### config.mk
export PLATFORM = sky130hd
export DESIGN_NAME = aia_aggregator
export DESIGN_NICKNAME = d
export VERILOG_FILES = /design/src/common/aia_pkg.sv /design/src/core/aia_aggregator.sv
export SDC_FILE = /design/constraint.sdc
export NUM_CORES = 1
export LEC_CHECK = 0
export BUFFER_PORTS_ARGS = -buffer_cell sky130_fd_sc_hd__buf_2
export CAP_MARGIN = 40
export CORE_MARGIN = 1
export CORE_UTILIZATION = 45
export DETAILED_ROUTE_END_ITERATION = 10
export PLACE_DENSITY = 0.7
export RECOVER_POWER = 50
export SYNTH_ARGS = -nofsm -noshare
export SYNTH_HDL_FRONTEND = slang
export SYNTH_SLANG_ARGS = --single-unit
### constraint.sdc
create_clock -name clk -period 2.2 [get_ports clk]
set_input_delay 0.22 -clock clk [delete_from_list [all_inputs] [get_ports clk]]
set_output_delay 0.22 -clock clk [all_outputs]
set_load 0.02 [all_outputs]
### src/common/aia_pkg.sv
// Purpose: shared constants and types for the axis interrupt aggregator
// Assumes: four axes, register port with one-cycle read latency
// Notes: register map offsets are local to this block
package aia_pkg;
	localparam int AIA_AXES = 4;
	localparam int AIA_ERR_W = 17;
	localparam int AIA_EVT_W = 20;
	localparam int AIA_ADDR_W = 6;
	localparam int AIA_DATA_W = 32;

	// Per-axis register offsets; axis base is axis * AIA_AXIS_STRIDE
	localparam logic [5:0] AIA_AXIS_STRIDE = 6'h10;
	localparam logic [3:0] AIA_OFF_STATUS = 4'h0;
	localparam logic [3:0] AIA_OFF_ERRCAUSE = 4'h4;
	localparam logic [3:0] AIA_OFF_EVTCAUSE = 4'h8;
	localparam logic [3:0] AIA_OFF_CMD = 4'hC;
	localparam logic [3:0] AIA_OFF_CFG = 4'h1;
	localparam logic [3:0] AIA_OFF_ENABLE = 4'h2;
	// Address and command field positions
	localparam int AIA_AXIS_MSB = 5;
	localparam int AIA_AXIS_LSB = 4;
	localparam int AIA_OFF_MSB = 3;
	localparam int AIA_CMD_MSB = 7;
	// Configuration base at address zero, inside the axis area
	localparam logic [5:0] AIA_OFF_CFG_BASE = 6'h00;

	// Main-status bit positions
	localparam int AIA_ST_STOP = 2;
	localparam int AIA_ST_ERR = 4;
	localparam int AIA_ST_EVT = 5;
	localparam int AIA_ST_COMP = 6;
	// Configuration bit positions
	localparam int AIA_CFG_CAUSE_INH = 23;
	localparam int AIA_CFG_STAT_INH = 25;
	localparam int AIA_CFG_STOP_EN = 27;
	localparam int AIA_CFG_PIN_MASK = 29;
	localparam int AIA_CFG_SUPPRESS = 7;

	// Command codes written to the command offset
	localparam logic [7:0] AIA_CMD_STOP_CLR = 8'h2D;
	localparam logic [7:0] AIA_CMD_COMP_CLR = 8'h2E;
	localparam logic [7:0] AIA_CMD_ERR_READ = 8'hF2;
	localparam logic [7:0] AIA_CMD_EVT_READ = 8'hF3;

	localparam logic [1:0] AIA_PFM_DONE_A = 2'h2;
	localparam logic [1:0] AIA_PFM_DONE_B = 2'h3;

	localparam logic [31:0] AIA_ZERO = 32'h0000_0000;

	typedef struct packed {
		logic [AIA_ERR_W-1:0] errCond;
		logic [AIA_EVT_W-1:0] evtCond;
		logic opStop;
		logic compEvent;
		logic [1:0] preregisterState;
	} aia_axis_ev_t;

	typedef struct packed {
		logic [AIA_ADDR_W-1:0] addr;
		logic [AIA_DATA_W-1:0] wdata;
		logic wr;
		logic rd;
	} aia_bus_t;
endpackage

### src/core/aia_aggregator.sv
// Purpose: per-axis interrupt causes combined onto one active-low pin
// Assumes: event inputs synchronous to clk, one-cycle pulses
// Notes: config words per axis share the axis address space
`timescale 1ns/10ps
module aia_aggregator
	import aia_pkg::*;
(
	input wire logic clk,
	input wire logic rst_n,
	input wire aia_axis_ev_t axisEv [AIA_AXES],
	input wire aia_bus_t bus,
	output logic [AIA_DATA_W-1:0] rdata,
	output logic ioBuffer_valid,
	output logic [AIA_DATA_W-1:0] ioBuffer,
	output logic irq_n,
	output logic irq
);
	// Address layout: axis index in the upper bits, offset in the lower
	function automatic logic [1:0] axisOf(input logic [AIA_ADDR_W-1:0] a);
		return a[AIA_AXIS_MSB:AIA_AXIS_LSB];
	endfunction

	function automatic logic [3:0] offOf(input logic [AIA_ADDR_W-1:0] a);
		return a[AIA_OFF_MSB:0];
	endfunction

	function automatic logic hit(input logic [AIA_ADDR_W-1:0] a, input int ax,
		input logic [3:0] off);
		return (axisOf(a) == 2'(ax)) && (offOf(a) == off);
	endfunction

	// Command code sits in the low byte of the write data
	function automatic logic [7:0] cmdOf(input logic [AIA_DATA_W-1:0] w);
		return w[AIA_CMD_MSB:0];
	endfunction

	// Stops inside a chained run carry a loaded pre-register state
	function automatic logic contStopOf(input logic suppress, input logic [1:0] preregister_state);
		return suppress && (preregister_state == AIA_PFM_DONE_A || preregister_state == AIA_PFM_DONE_B);
	endfunction

	function automatic logic [AIA_DATA_W-1:0] errWord(input logic [AIA_ERR_W-1:0] c);
		return AIA_DATA_W'(c);
	endfunction

	function automatic logic [AIA_DATA_W-1:0] evtWord(input logic [AIA_EVT_W-1:0] c);
		return AIA_DATA_W'(c);
	endfunction

	logic [AIA_ERR_W-1:0] errCause_reg [AIA_AXES];
	logic [AIA_EVT_W-1:0] evtCause_reg [AIA_AXES];
	logic [AIA_EVT_W-1:0] evtEnable_reg [AIA_AXES];
	logic [AIA_DATA_W-1:0] cfg_reg [AIA_AXES];
	logic [AIA_AXES-1:0] stopFlag_reg;
	logic [AIA_AXES-1:0] compFlag_reg;
	logic [AIA_AXES-1:0] statusRead_reg;
	logic [AIA_AXES-1:0] errSummary;
	logic [AIA_AXES-1:0] evtSummary;
	logic [AIA_AXES-1:0] pend;
	logic irqNext;
	logic [AIA_DATA_W-1:0] rdata_next;
	logic [AIA_DATA_W-1:0] ioBuffer_next;
	logic ioBufferValid_next;
	logic [AIA_DATA_W-1:0] statusSel;
	logic [1:0] busAxis;
	logic [3:0] busOff;
	logic [7:0] busCmd;
	logic cmdWr;

	// Shared decode of the register port
	assign busAxis = axisOf(bus.addr);
	assign busOff = offOf(bus.addr);
	assign busCmd = cmdOf(bus.wdata);
	assign cmdWr = bus.wr && (busOff == AIA_OFF_CMD);

	genvar g;
	generate
		for (g = 0; g < AIA_AXES; g++) begin : gAxis
			logic cfgWr;
			logic enableWr;
			logic errW1c;
			logic evtW1c;
			logic cmdHit;
			logic errReadCmd;
			logic evtReadCmd;
			logic stopClrCmd;
			logic compClrCmd;
			logic statusRd;
			logic causeInh;
			logic statInh;
			logic stopEn;
			logic suppress;
			logic autoClr;
			logic setStop;
			logic [AIA_ERR_W-1:0] errClr;
			logic [AIA_EVT_W-1:0] evtClr;
			logic [AIA_ERR_W-1:0] errCause_next;
			logic [AIA_EVT_W-1:0] evtCause_next;
			logic stopFlag_next;
			logic compFlag_next;

			assign cfgWr = bus.wr && hit(bus.addr, g, AIA_OFF_CFG);
			assign enableWr = bus.wr && hit(bus.addr, g, AIA_OFF_ENABLE);
			assign errW1c = bus.wr && hit(bus.addr, g, AIA_OFF_ERRCAUSE);
			assign evtW1c = bus.wr && hit(bus.addr, g, AIA_OFF_EVTCAUSE);
			assign cmdHit = bus.wr && hit(bus.addr, g, AIA_OFF_CMD);
			assign errReadCmd = cmdHit && (busCmd == AIA_CMD_ERR_READ);
			assign evtReadCmd = cmdHit && (busCmd == AIA_CMD_EVT_READ);
			assign stopClrCmd = cmdHit && (busCmd == AIA_CMD_STOP_CLR);
			assign compClrCmd = cmdHit && (busCmd == AIA_CMD_COMP_CLR);
			assign statusRd = bus.rd && hit(bus.addr, g, AIA_OFF_STATUS);

			assign causeInh = cfg_reg[g][AIA_CFG_CAUSE_INH];
			assign statInh = cfg_reg[g][AIA_CFG_STAT_INH];
			assign stopEn = cfg_reg[g][AIA_CFG_STOP_EN];
			assign suppress = cfg_reg[g][AIA_CFG_SUPPRESS];

			// read clear lands one cycle late, inside three
			assign autoClr = statusRead_reg[g] && !statInh;

			always_ff @(posedge clk or negedge rst_n) begin
				if (!rst_n) begin
					cfg_reg[g] <= AIA_ZERO;
				end else if (cfgWr) begin
					cfg_reg[g] <= bus.wdata;
				end
			end

			// enable word picks which conditions may set a bit
			always_ff @(posedge clk or negedge rst_n) begin
				if (!rst_n) begin
					evtEnable_reg[g] <= AIA_EVT_W'(AIA_ZERO);
				end else if (enableWr) begin
					evtEnable_reg[g] <= bus.wdata[AIA_EVT_W-1:0];
				end
			end

			// read command clears only the bits it copies
			always_comb begin
				errClr = AIA_ERR_W'(AIA_ZERO);
				if (errW1c) begin
					errClr = bus.wdata[AIA_ERR_W-1:0];
				end
				if (errReadCmd && !causeInh) begin
					errClr = errClr | errCause_reg[g];
				end
			end

			// set wins, so a same-cycle event is never lost
			assign errCause_next = (errCause_reg[g] & ~errClr) | axisEv[g].errCond;

			always_ff @(posedge clk or negedge rst_n) begin
				if (!rst_n) begin
					errCause_reg[g] <= AIA_ERR_W'(AIA_ZERO);
				end else begin
					errCause_reg[g] <= errCause_next;
				end
			end

			// same clear rules as the error causes
			always_comb begin
				evtClr = AIA_EVT_W'(AIA_ZERO);
				if (evtW1c) begin
					evtClr = bus.wdata[AIA_EVT_W-1:0];
				end
				if (evtReadCmd && !causeInh) begin
					evtClr = evtClr | evtCause_reg[g];
				end
			end

			// disabled conditions never reach the cause word
			assign evtCause_next = (evtCause_reg[g] & ~evtClr)
				| (axisEv[g].evtCond & evtEnable_reg[g]);

			always_ff @(posedge clk or negedge rst_n) begin
				if (!rst_n) begin
					evtCause_reg[g] <= AIA_EVT_W'(AIA_ZERO);
				end else begin
					evtCause_reg[g] <= evtCause_next;
				end
			end

			always_ff @(posedge clk or negedge rst_n) begin
				if (!rst_n) begin
					statusRead_reg[g] <= 1'b0;
				end else begin
					statusRead_reg[g] <= statusRd;
				end
			end

			// chained stops leave the flag alone
			assign setStop = axisEv[g].opStop && stopEn
				&& !contStopOf(suppress, axisEv[g].preregisterState);

			// command clear ignores the read-clear mode
			always_comb begin
				stopFlag_next = stopFlag_reg[g];
				if (setStop) begin
					stopFlag_next = 1'b1;
				end else if (stopClrCmd || autoClr) begin
					stopFlag_next = 1'b0;
				end
			end

			always_ff @(posedge clk or negedge rst_n) begin
				if (!rst_n) begin
					stopFlag_reg[g] <= 1'b0;
				end else begin
					stopFlag_reg[g] <= stopFlag_next;
				end
			end

			// companion flag has its own clear command
			always_comb begin
				compFlag_next = compFlag_reg[g];
				if (axisEv[g].compEvent) begin
					compFlag_next = 1'b1;
				end else if (compClrCmd || autoClr) begin
					compFlag_next = 1'b0;
				end
			end

			always_ff @(posedge clk or negedge rst_n) begin
				if (!rst_n) begin
					compFlag_reg[g] <= 1'b0;
				end else begin
					compFlag_reg[g] <= compFlag_next;
				end
			end

			// summaries follow the cause words directly
			assign errSummary[g] = |errCause_reg[g];
			assign evtSummary[g] = |evtCause_reg[g];

			// mask hides the axis from irq_n and irq only
			assign pend[g] = !cfg_reg[g][AIA_CFG_PIN_MASK]
				&& (stopFlag_reg[g] || errSummary[g] || evtSummary[g]);
		end
	endgenerate

	// Main status of the addressed axis
	always_comb begin
		statusSel = AIA_ZERO;
		statusSel[AIA_ST_STOP] = stopFlag_reg[busAxis];
		statusSel[AIA_ST_ERR] = errSummary[busAxis];
		statusSel[AIA_ST_EVT] = evtSummary[busAxis];
		statusSel[AIA_ST_COMP] = compFlag_reg[busAxis];
	end

	assign irqNext = |pend;

	// unmask re-drives low, giving a fresh edge
	always_ff @(posedge clk or negedge rst_n) begin
		if (!rst_n) begin
			irq_n <= 1'b1;
		end else begin
			irq_n <= !irqNext;
		end
	end

	// always driven; there is no release state to share a wire
	always_ff @(posedge clk or negedge rst_n) begin
		if (!rst_n) begin
			irq <= 1'b0;
		end else begin
			irq <= irqNext;
		end
	end

	// Cause read commands pick the word for the addressed axis
	always_comb begin
		ioBuffer_next = ioBuffer;
		ioBufferValid_next = 1'b0;
		if (cmdWr && (busCmd == AIA_CMD_ERR_READ)) begin
			ioBuffer_next = errWord(errCause_reg[busAxis]);
			ioBufferValid_next = 1'b1;
		end
		if (cmdWr && (busCmd == AIA_CMD_EVT_READ)) begin
			ioBuffer_next = evtWord(evtCause_reg[busAxis]);
			ioBufferValid_next = 1'b1;
		end
	end

	always_ff @(posedge clk or negedge rst_n) begin
		if (!rst_n) begin
			ioBuffer <= AIA_ZERO;
		end else begin
			ioBuffer <= ioBuffer_next;
		end
	end

	// Valid pulse lasts one cycle so a host can latch the copy
	always_ff @(posedge clk or negedge rst_n) begin
		if (!rst_n) begin
			ioBuffer_valid <= 1'b0;
		end else begin
			ioBuffer_valid <= ioBufferValid_next;
		end
	end

	// Unmapped offsets read zero; idle cycles too, so stale data never shows
	always_comb begin
		rdata_next = AIA_ZERO;
		if (bus.rd) begin
			unique case (busOff)
				AIA_OFF_STATUS: begin
					rdata_next = statusSel;
				end
				AIA_OFF_CFG: begin
					rdata_next = cfg_reg[busAxis];
				end
				AIA_OFF_ENABLE: begin
					rdata_next = evtWord(evtEnable_reg[busAxis]);
				end
				AIA_OFF_ERRCAUSE: begin
					rdata_next = errWord(errCause_reg[busAxis]);
				end
				AIA_OFF_EVTCAUSE: begin
					rdata_next = evtWord(evtCause_reg[busAxis]);
				end
				default: begin
					rdata_next = AIA_ZERO;
				end
			endcase
		end
	end

	always_ff @(posedge clk or negedge rst_n) begin
		if (!rst_n) begin
			rdata <= AIA_ZERO;
		end else begin
			rdata <= rdata_next;
		end
	end
endmodule // aia_aggregator

Word level (Yosys, flattened, before mapping)
Cells that the tools add are included.

word-level totals
  memory bits (writable) = 0
  logic and storage cells = 302
  memories = 0
  bits in latches = 0
  output and inout bits = 67
  ROM bits = 0
  flip-flop bits (word level) = 435

cells by class
  multiply operators = 0
  reductions and logical operators = 152
  bitwise logic cells = 37
  shifts and indexed selects = 0
  div/mod/pow operators = 0
  add/sub/neg operators = 0
  equality and inequality tests = 20
  muxes and demuxes = 58
  magnitude comparators = 2

operators by type and width
  operator            number
  $mux 20             12
  $mux 17             10
  $and 20x20->20      8
  $mux 32             5
  $or 20x20->20       8
  $pmux 32 s5         1
  $or 17x17->17       8
  $logic_and 1x1->1   95
  $bmux 20 s2         2
  $not 20->20         4
  $reduce_or 20->1    4
  $and 17x17->17      4
  $not 17->17         4
  $reduce_or 17->1    4
  $bmux 32 s2         1
  $bmux 17 s2         1
  $mux 1              22
  $eq 2x2->1 const B  10
  $logic_or 1x1->1    20
  $reduce_bool 2->1   9
  $logic_not 1->1     17
  $eq 8x6->1 const B  2
  $eq 8x8->1 const B  2
  $bmux 1 s2          4
  11 further kinds    12

Logic depth before layout (Yosys ltp)
  depth after elaboration = 9
  depth in mapped cells = 8
  depth with buffers taken out = 5

Least setup slack after synthesis
OpenSTA, ideal clock, no wires.

  path kind = in2reg
  start = input port bus[34] (netlist bit)
  end = register compFlag_reg[3]
  path slack = 235 ps
  library setup time = 120 ps
  data required time = 2,080 ps
  arrival = 1,845 ps
  stages on the path = 6
  path through = clkbuf_2 -> or3b_4 -> or4_4 -> nor3b_4 -> nand3_1 -> a31o_1

between the ends
  cells in the longest elaborated chain, start to end = 6

RTL lines
  what                             line                   source
  from (decl)                      aia_aggregator.sv:11   input wire aia_bus_t bus,
  $eq 4x4->1                       aia_aggregator.sv:29   return (axisOf(a) == 2'(ax)) && (offOf(a) == off);
  $logic_and 1x1->1                aia_aggregator.sv:29
  $logic_and 1x1->1                aia_aggregator.sv:106  assign cmdHit = bus.wr && hit(bus.addr, g, AIA_OFF_CMD);
  $logic_and 1x1->1                aia_aggregator.sv:110  assign compClrCmd = cmdHit && (busCmd == AIA_CMD_COMP_CLR);
  $logic_or 1x1->1                 aia_aggregator.sv:218  end else if (compClrCmd || autoClr) begin
  $reduce_bool 2->1 (no line)      --
  to (signal, indexed assignment)  aia_aggregator.sv:227  compFlag_reg[g] <= compFlag_next;
  to (decl)                        aia_aggregator.sv:55   logic [AIA_AXES-1:0] compFlag_reg;

No other way between the ends.
A chain may end at the register's enable or synchronous reset.

Final worst setup path
  start = register errCause_reg[32] (netlist bit)
  end = register rdata[4]

between the ends
  cells in the longest elaborated chain, start to end = 5

RTL lines
  what                               line                   source
  from (decl)                        aia_aggregator.sv:50   logic [AIA_ERR_W-1:0] errCause_reg [AIA_AXES];
  from (signal, indexed assignment)  aia_aggregator.sv:154  errCause_reg[g] <= AIA_ERR_W'(AIA_ZERO);
  from (signal, indexed assignment)  aia_aggregator.sv:156  errCause_reg[g] <= errCause_next;
  $reduce_or 17->1                   aia_aggregator.sv:232  assign errSummary[g] = |errCause_reg[g];
  $bmux 1 s2                         aia_aggregator.sv:245  statusSel[AIA_ST_ERR] = errSummary[busAxis];
  $mux 1 (implied by the code)       aia_aggregator.sv:245
  $pmux 32 s5                        aia_aggregator.sv:305  unique case (busOff)
  $mux 32                            aia_aggregator.sv:304  if (bus.rd) begin
  via rdata_next[4]                  aia_aggregator.sv:61   logic [AIA_DATA_W-1:0] rdata_next;
  to (signal assigned)               aia_aggregator.sv:332  rdata <= rdata_next;
  to (decl)                          aia_aggregator.sv:12   output logic [AIA_DATA_W-1:0] rdata,

The timed path passes the listed nets, and every way through them passes these cells. The select of a mux whose other input is x is not followed.

==> impl_metrics.ini <==
[run_status]
run_status = finished with violations
failed_checks = capacitance limit, slew limit

[clock_network]
cts_tree = done
htreeDepth = 2
worstSkewPairLatency_ns = 0.60
path_clk_slew_ns = 0.06
clock_path_buffers = 3
tritoncts.num_buffers = 45
ctsRootBufferMaster = clkbuf_16
cts.sink_count = 423

[grt]
met1_usage_pct = 39.6
grt_util_met3_pct = 6.36
global_route_wire_length_before_repair_um = 99600
groute.usage.overall_pct = 30.7
met2_usage_pct = 48.4
grt_pass1_vias = 16201
grt_overflow_total = 0
grt.busiest_layer = met2
grt_antenna_before_repair = 1
largest_net_degree_at_the_start_of_global_routing = 78

[power]
netSwitchingFraction_pct = 26.1
p_int_w = 0.0146
proportion_of_power_drawn_by_combinational_gates_pct = 13.5
post-layout-total-power_w = 0.0197
switching_power_w = 0.00513
power.ir.vdd_worst_v = 0.000622
seq_power_share_pct = 48.3
power.density_nw_per_um2 = 786
clock_power_share_pct = 38.2
static-leakage-power_nw = 10.6

[flow_run]
maxCapViolations = 1

[setup_path]
cp_data_arrival_time_ns = 2.60
critical_path_class = reg -> reg
startpoint_type_of_the_worst_setup_path = flop
cp-end-kind = flop
crit_path_cell_trace = or4_1 -> nor4_1 -> buf_4 -> a2111oi_0 -> or3_1
critPathMaxStageDelay_ns = 0.60
worst-endpoint-required_ns = 2.64
worstPathMaxFanout = 3
worst_path_max_delay_cell = or4_1

[synth]
synthDistinctLibCells = 53
synth_cells = 1453
async_reset_ff_share_pct = 100
yosys_warnings = 0
post-synth-top-area-fraction_pct = 54.5
ys_seq_elements = 423
avgSynthCellArea_um2 = 13.3
synth_enable_flop_cells = 0
ys_seq_area_share_pct = 54.6
netlist_area_um2 = 19400
synthMostInstantiatedCell = dfrtp_1
synth_largest_area_cell = dfrtp_1
netlist_top_cells_area = dfrtp_1 55%, mux2_2 11%, mux4_2 11%
ys_flop_type = dfrtp_1
synth_common_cells = 422 x dfrtp_1, 213 x nand2_1, 187 x mux2_2

[drt]
drtIter0Drc = 1514
routed_wl_um = 66400
viasPerCell = 6.25
drt-wirelength-per-cell_um = 26.7
drc = 0
via_count = 15548
drtPass1Iterations = 5
postRouteAntennaNets = 0

[timing]
rsz0062_at_grt = false
worst_pin_slew_ns = 1.56
report.final.slew_viol_count = 52
fin_setup_tns_ns = 0
timing.fmax_ghz = 0.463
finalCriticalPeriod_ns = 2.16
layout_worst_path_cycle_share_pct = 98.1
timing.max_slew.rel_slack_pct = -3.77
hold_viol_final = 0
skew_ns = 0.0263
timing.final.setup_violations = 0

[final_layout]
fin_util_pct = 59.3
antenna-diode-count = 0
design_area_um2 = 25000
final_net_count = 2123
post_route_cells_drive_above_1_share_pct = 39.8
largest_register_ffs = 128
area_delta_synth_final_pct = 29.3

[floorplanning]
floorplan.die.height_um = 209
chipWidth_um = 209
floorplan.initialDensity_pct = 45.9
num_io_pins = 273
floorplan.die_area_um2 = 43900
core_um2 = 42200
placement_rows = 75

[placement]
port_buffers = 256
gpl.final_weighted_congestion = 0.919
dp_hpwl_um = 45800
dpl_cell_area_um2 = 21900

[worst_hold_path]
min-delay-path-class = in -> reg
## routing by layer
layer  up-vias  share of wire, %
met1      7906                38
li1       6427                 -
met3       242               9.9
met5         -             0.024
met2       971                46
met4         2               6.0
## cell usage in the layout, fill, tap and decap left out, drive strengths merged, types with 2 or more instances in the layout
master / n
a21oi: 22
and3: 15
or4: 3
a211oi: 2
nor3b: 2
or3: 2
conb: 12
dlygate4sd3: 172
nor2b: 2
a31o: 78
or4b: 2
a21o: 2
nor4: 34
mux2: 208
a22o: 3
nor3: 13
a2111oi: 2
clkbuf: 76
nand3: 15
clkinv: 11
mux4: 91
inv: 5
dfrtp: 422
a31oi: 2
nor2: 27
nand2: 217
a32o: 80
nand2b: 6
nor4b: 2
buf: 354
a22oi: 54
clkinvlp: 2
## power groups by stage
| stage | logic [W] | registers, W | clock network (W) |
|---|---|---|---|
| 3_5_place_dp | 0.00239 | 0.00961 | 0 |
| 3_3_place_gp | 0.00230 | 0.00955 | 0 |
| 2_1_floorplan | 0.00159 | 0.00930 | 0 |
| 5_1_grt | 0.00283 | 0.00961 | 0.00785 |
| 6_report | 0.00266 | 0.00952 | 0.00752 |
| 4_1_cts | 0.00264 | 0.00948 | 0.00759 |
## cells by family after synthesis
family / count (synthesis) / share of synthesized area [%]
DFF: 423 / 54.6
and+or+nand+nor: 348 / 8.52
AOI/OAI and AO/OA: 246 / 10.8
muxes: 299 / 22.7
buffers and inverters: 135 / 3.31
other: 1 / 0.0194
adders and majority gates: 1 / 0.0517
## repair_timing
action	4_1_cts	5_1_grt
setup buffers	0	0
hold buffers	172	0
endpoints found under the setup margin	0	4
gates resized for setup	0	2
endpoints found under the hold margin	318	0
## layout make-up
| cell class | count | area (um2) |
|---|---|---|
| sequential | 423 | 10600 |
| fill | 3255 | 17200 |
| multi-input combinational | 906 | 8250 |
| tap | 539 | 674 |
| clock inverter | 15 | 114 |
| timing repair buffer | 538 | 4060 |
| clock buffer | 64 | 1350 |
| inverter | 3 | 11.3 |
## worst paths after layout
kind | startpoint | end | slack (ns) | cells past startpoint
worst max-delay path | errCause_reg[32] | rdata[4] | 0.04 | 5
worst min-delay path | axisEv[1] | stopFlag_reg[3] | 0.03 | 3
worst max register to register | errCause_reg[32] | rdata[4] | 0.04 | 5
worst min register to register | ioBuffer[15] | ioBuffer[15] | 0.47 | 2
max in group asynchronous | rst_n | evtEnable_reg[6] | 0.32 | 3
min in group asynchronous | rst_n | cfg_reg[123] | 0.58 | 2
## through the flow
stage | hold slack (ns) | worst slack, ns | std cells
2_1_floorplan | -0.0756 | 0.235 | 1464
3_3_place_gp | 0.198 | 0.00503 | 2237
3_5_place_dp | 0.191 | -0.0408 | 2237
4_1_cts | 0.000997 | 0.0698 | 2488
5_1_grt | 0.0270 | 0.0279 | 2488
6_report | 0.0279 | 0.0409 | 2488
## worst max-delay path: cells and delay by family (launching register included)
family	cells	cell delay, ns
DFF	1	0.40
buffers and inverters	1	0.21
and+or+nand+nor	3	1.28
AOI/OAI and AO/OA	1	0.12
No activity file was read; power rests on OpenSTA's default activity.
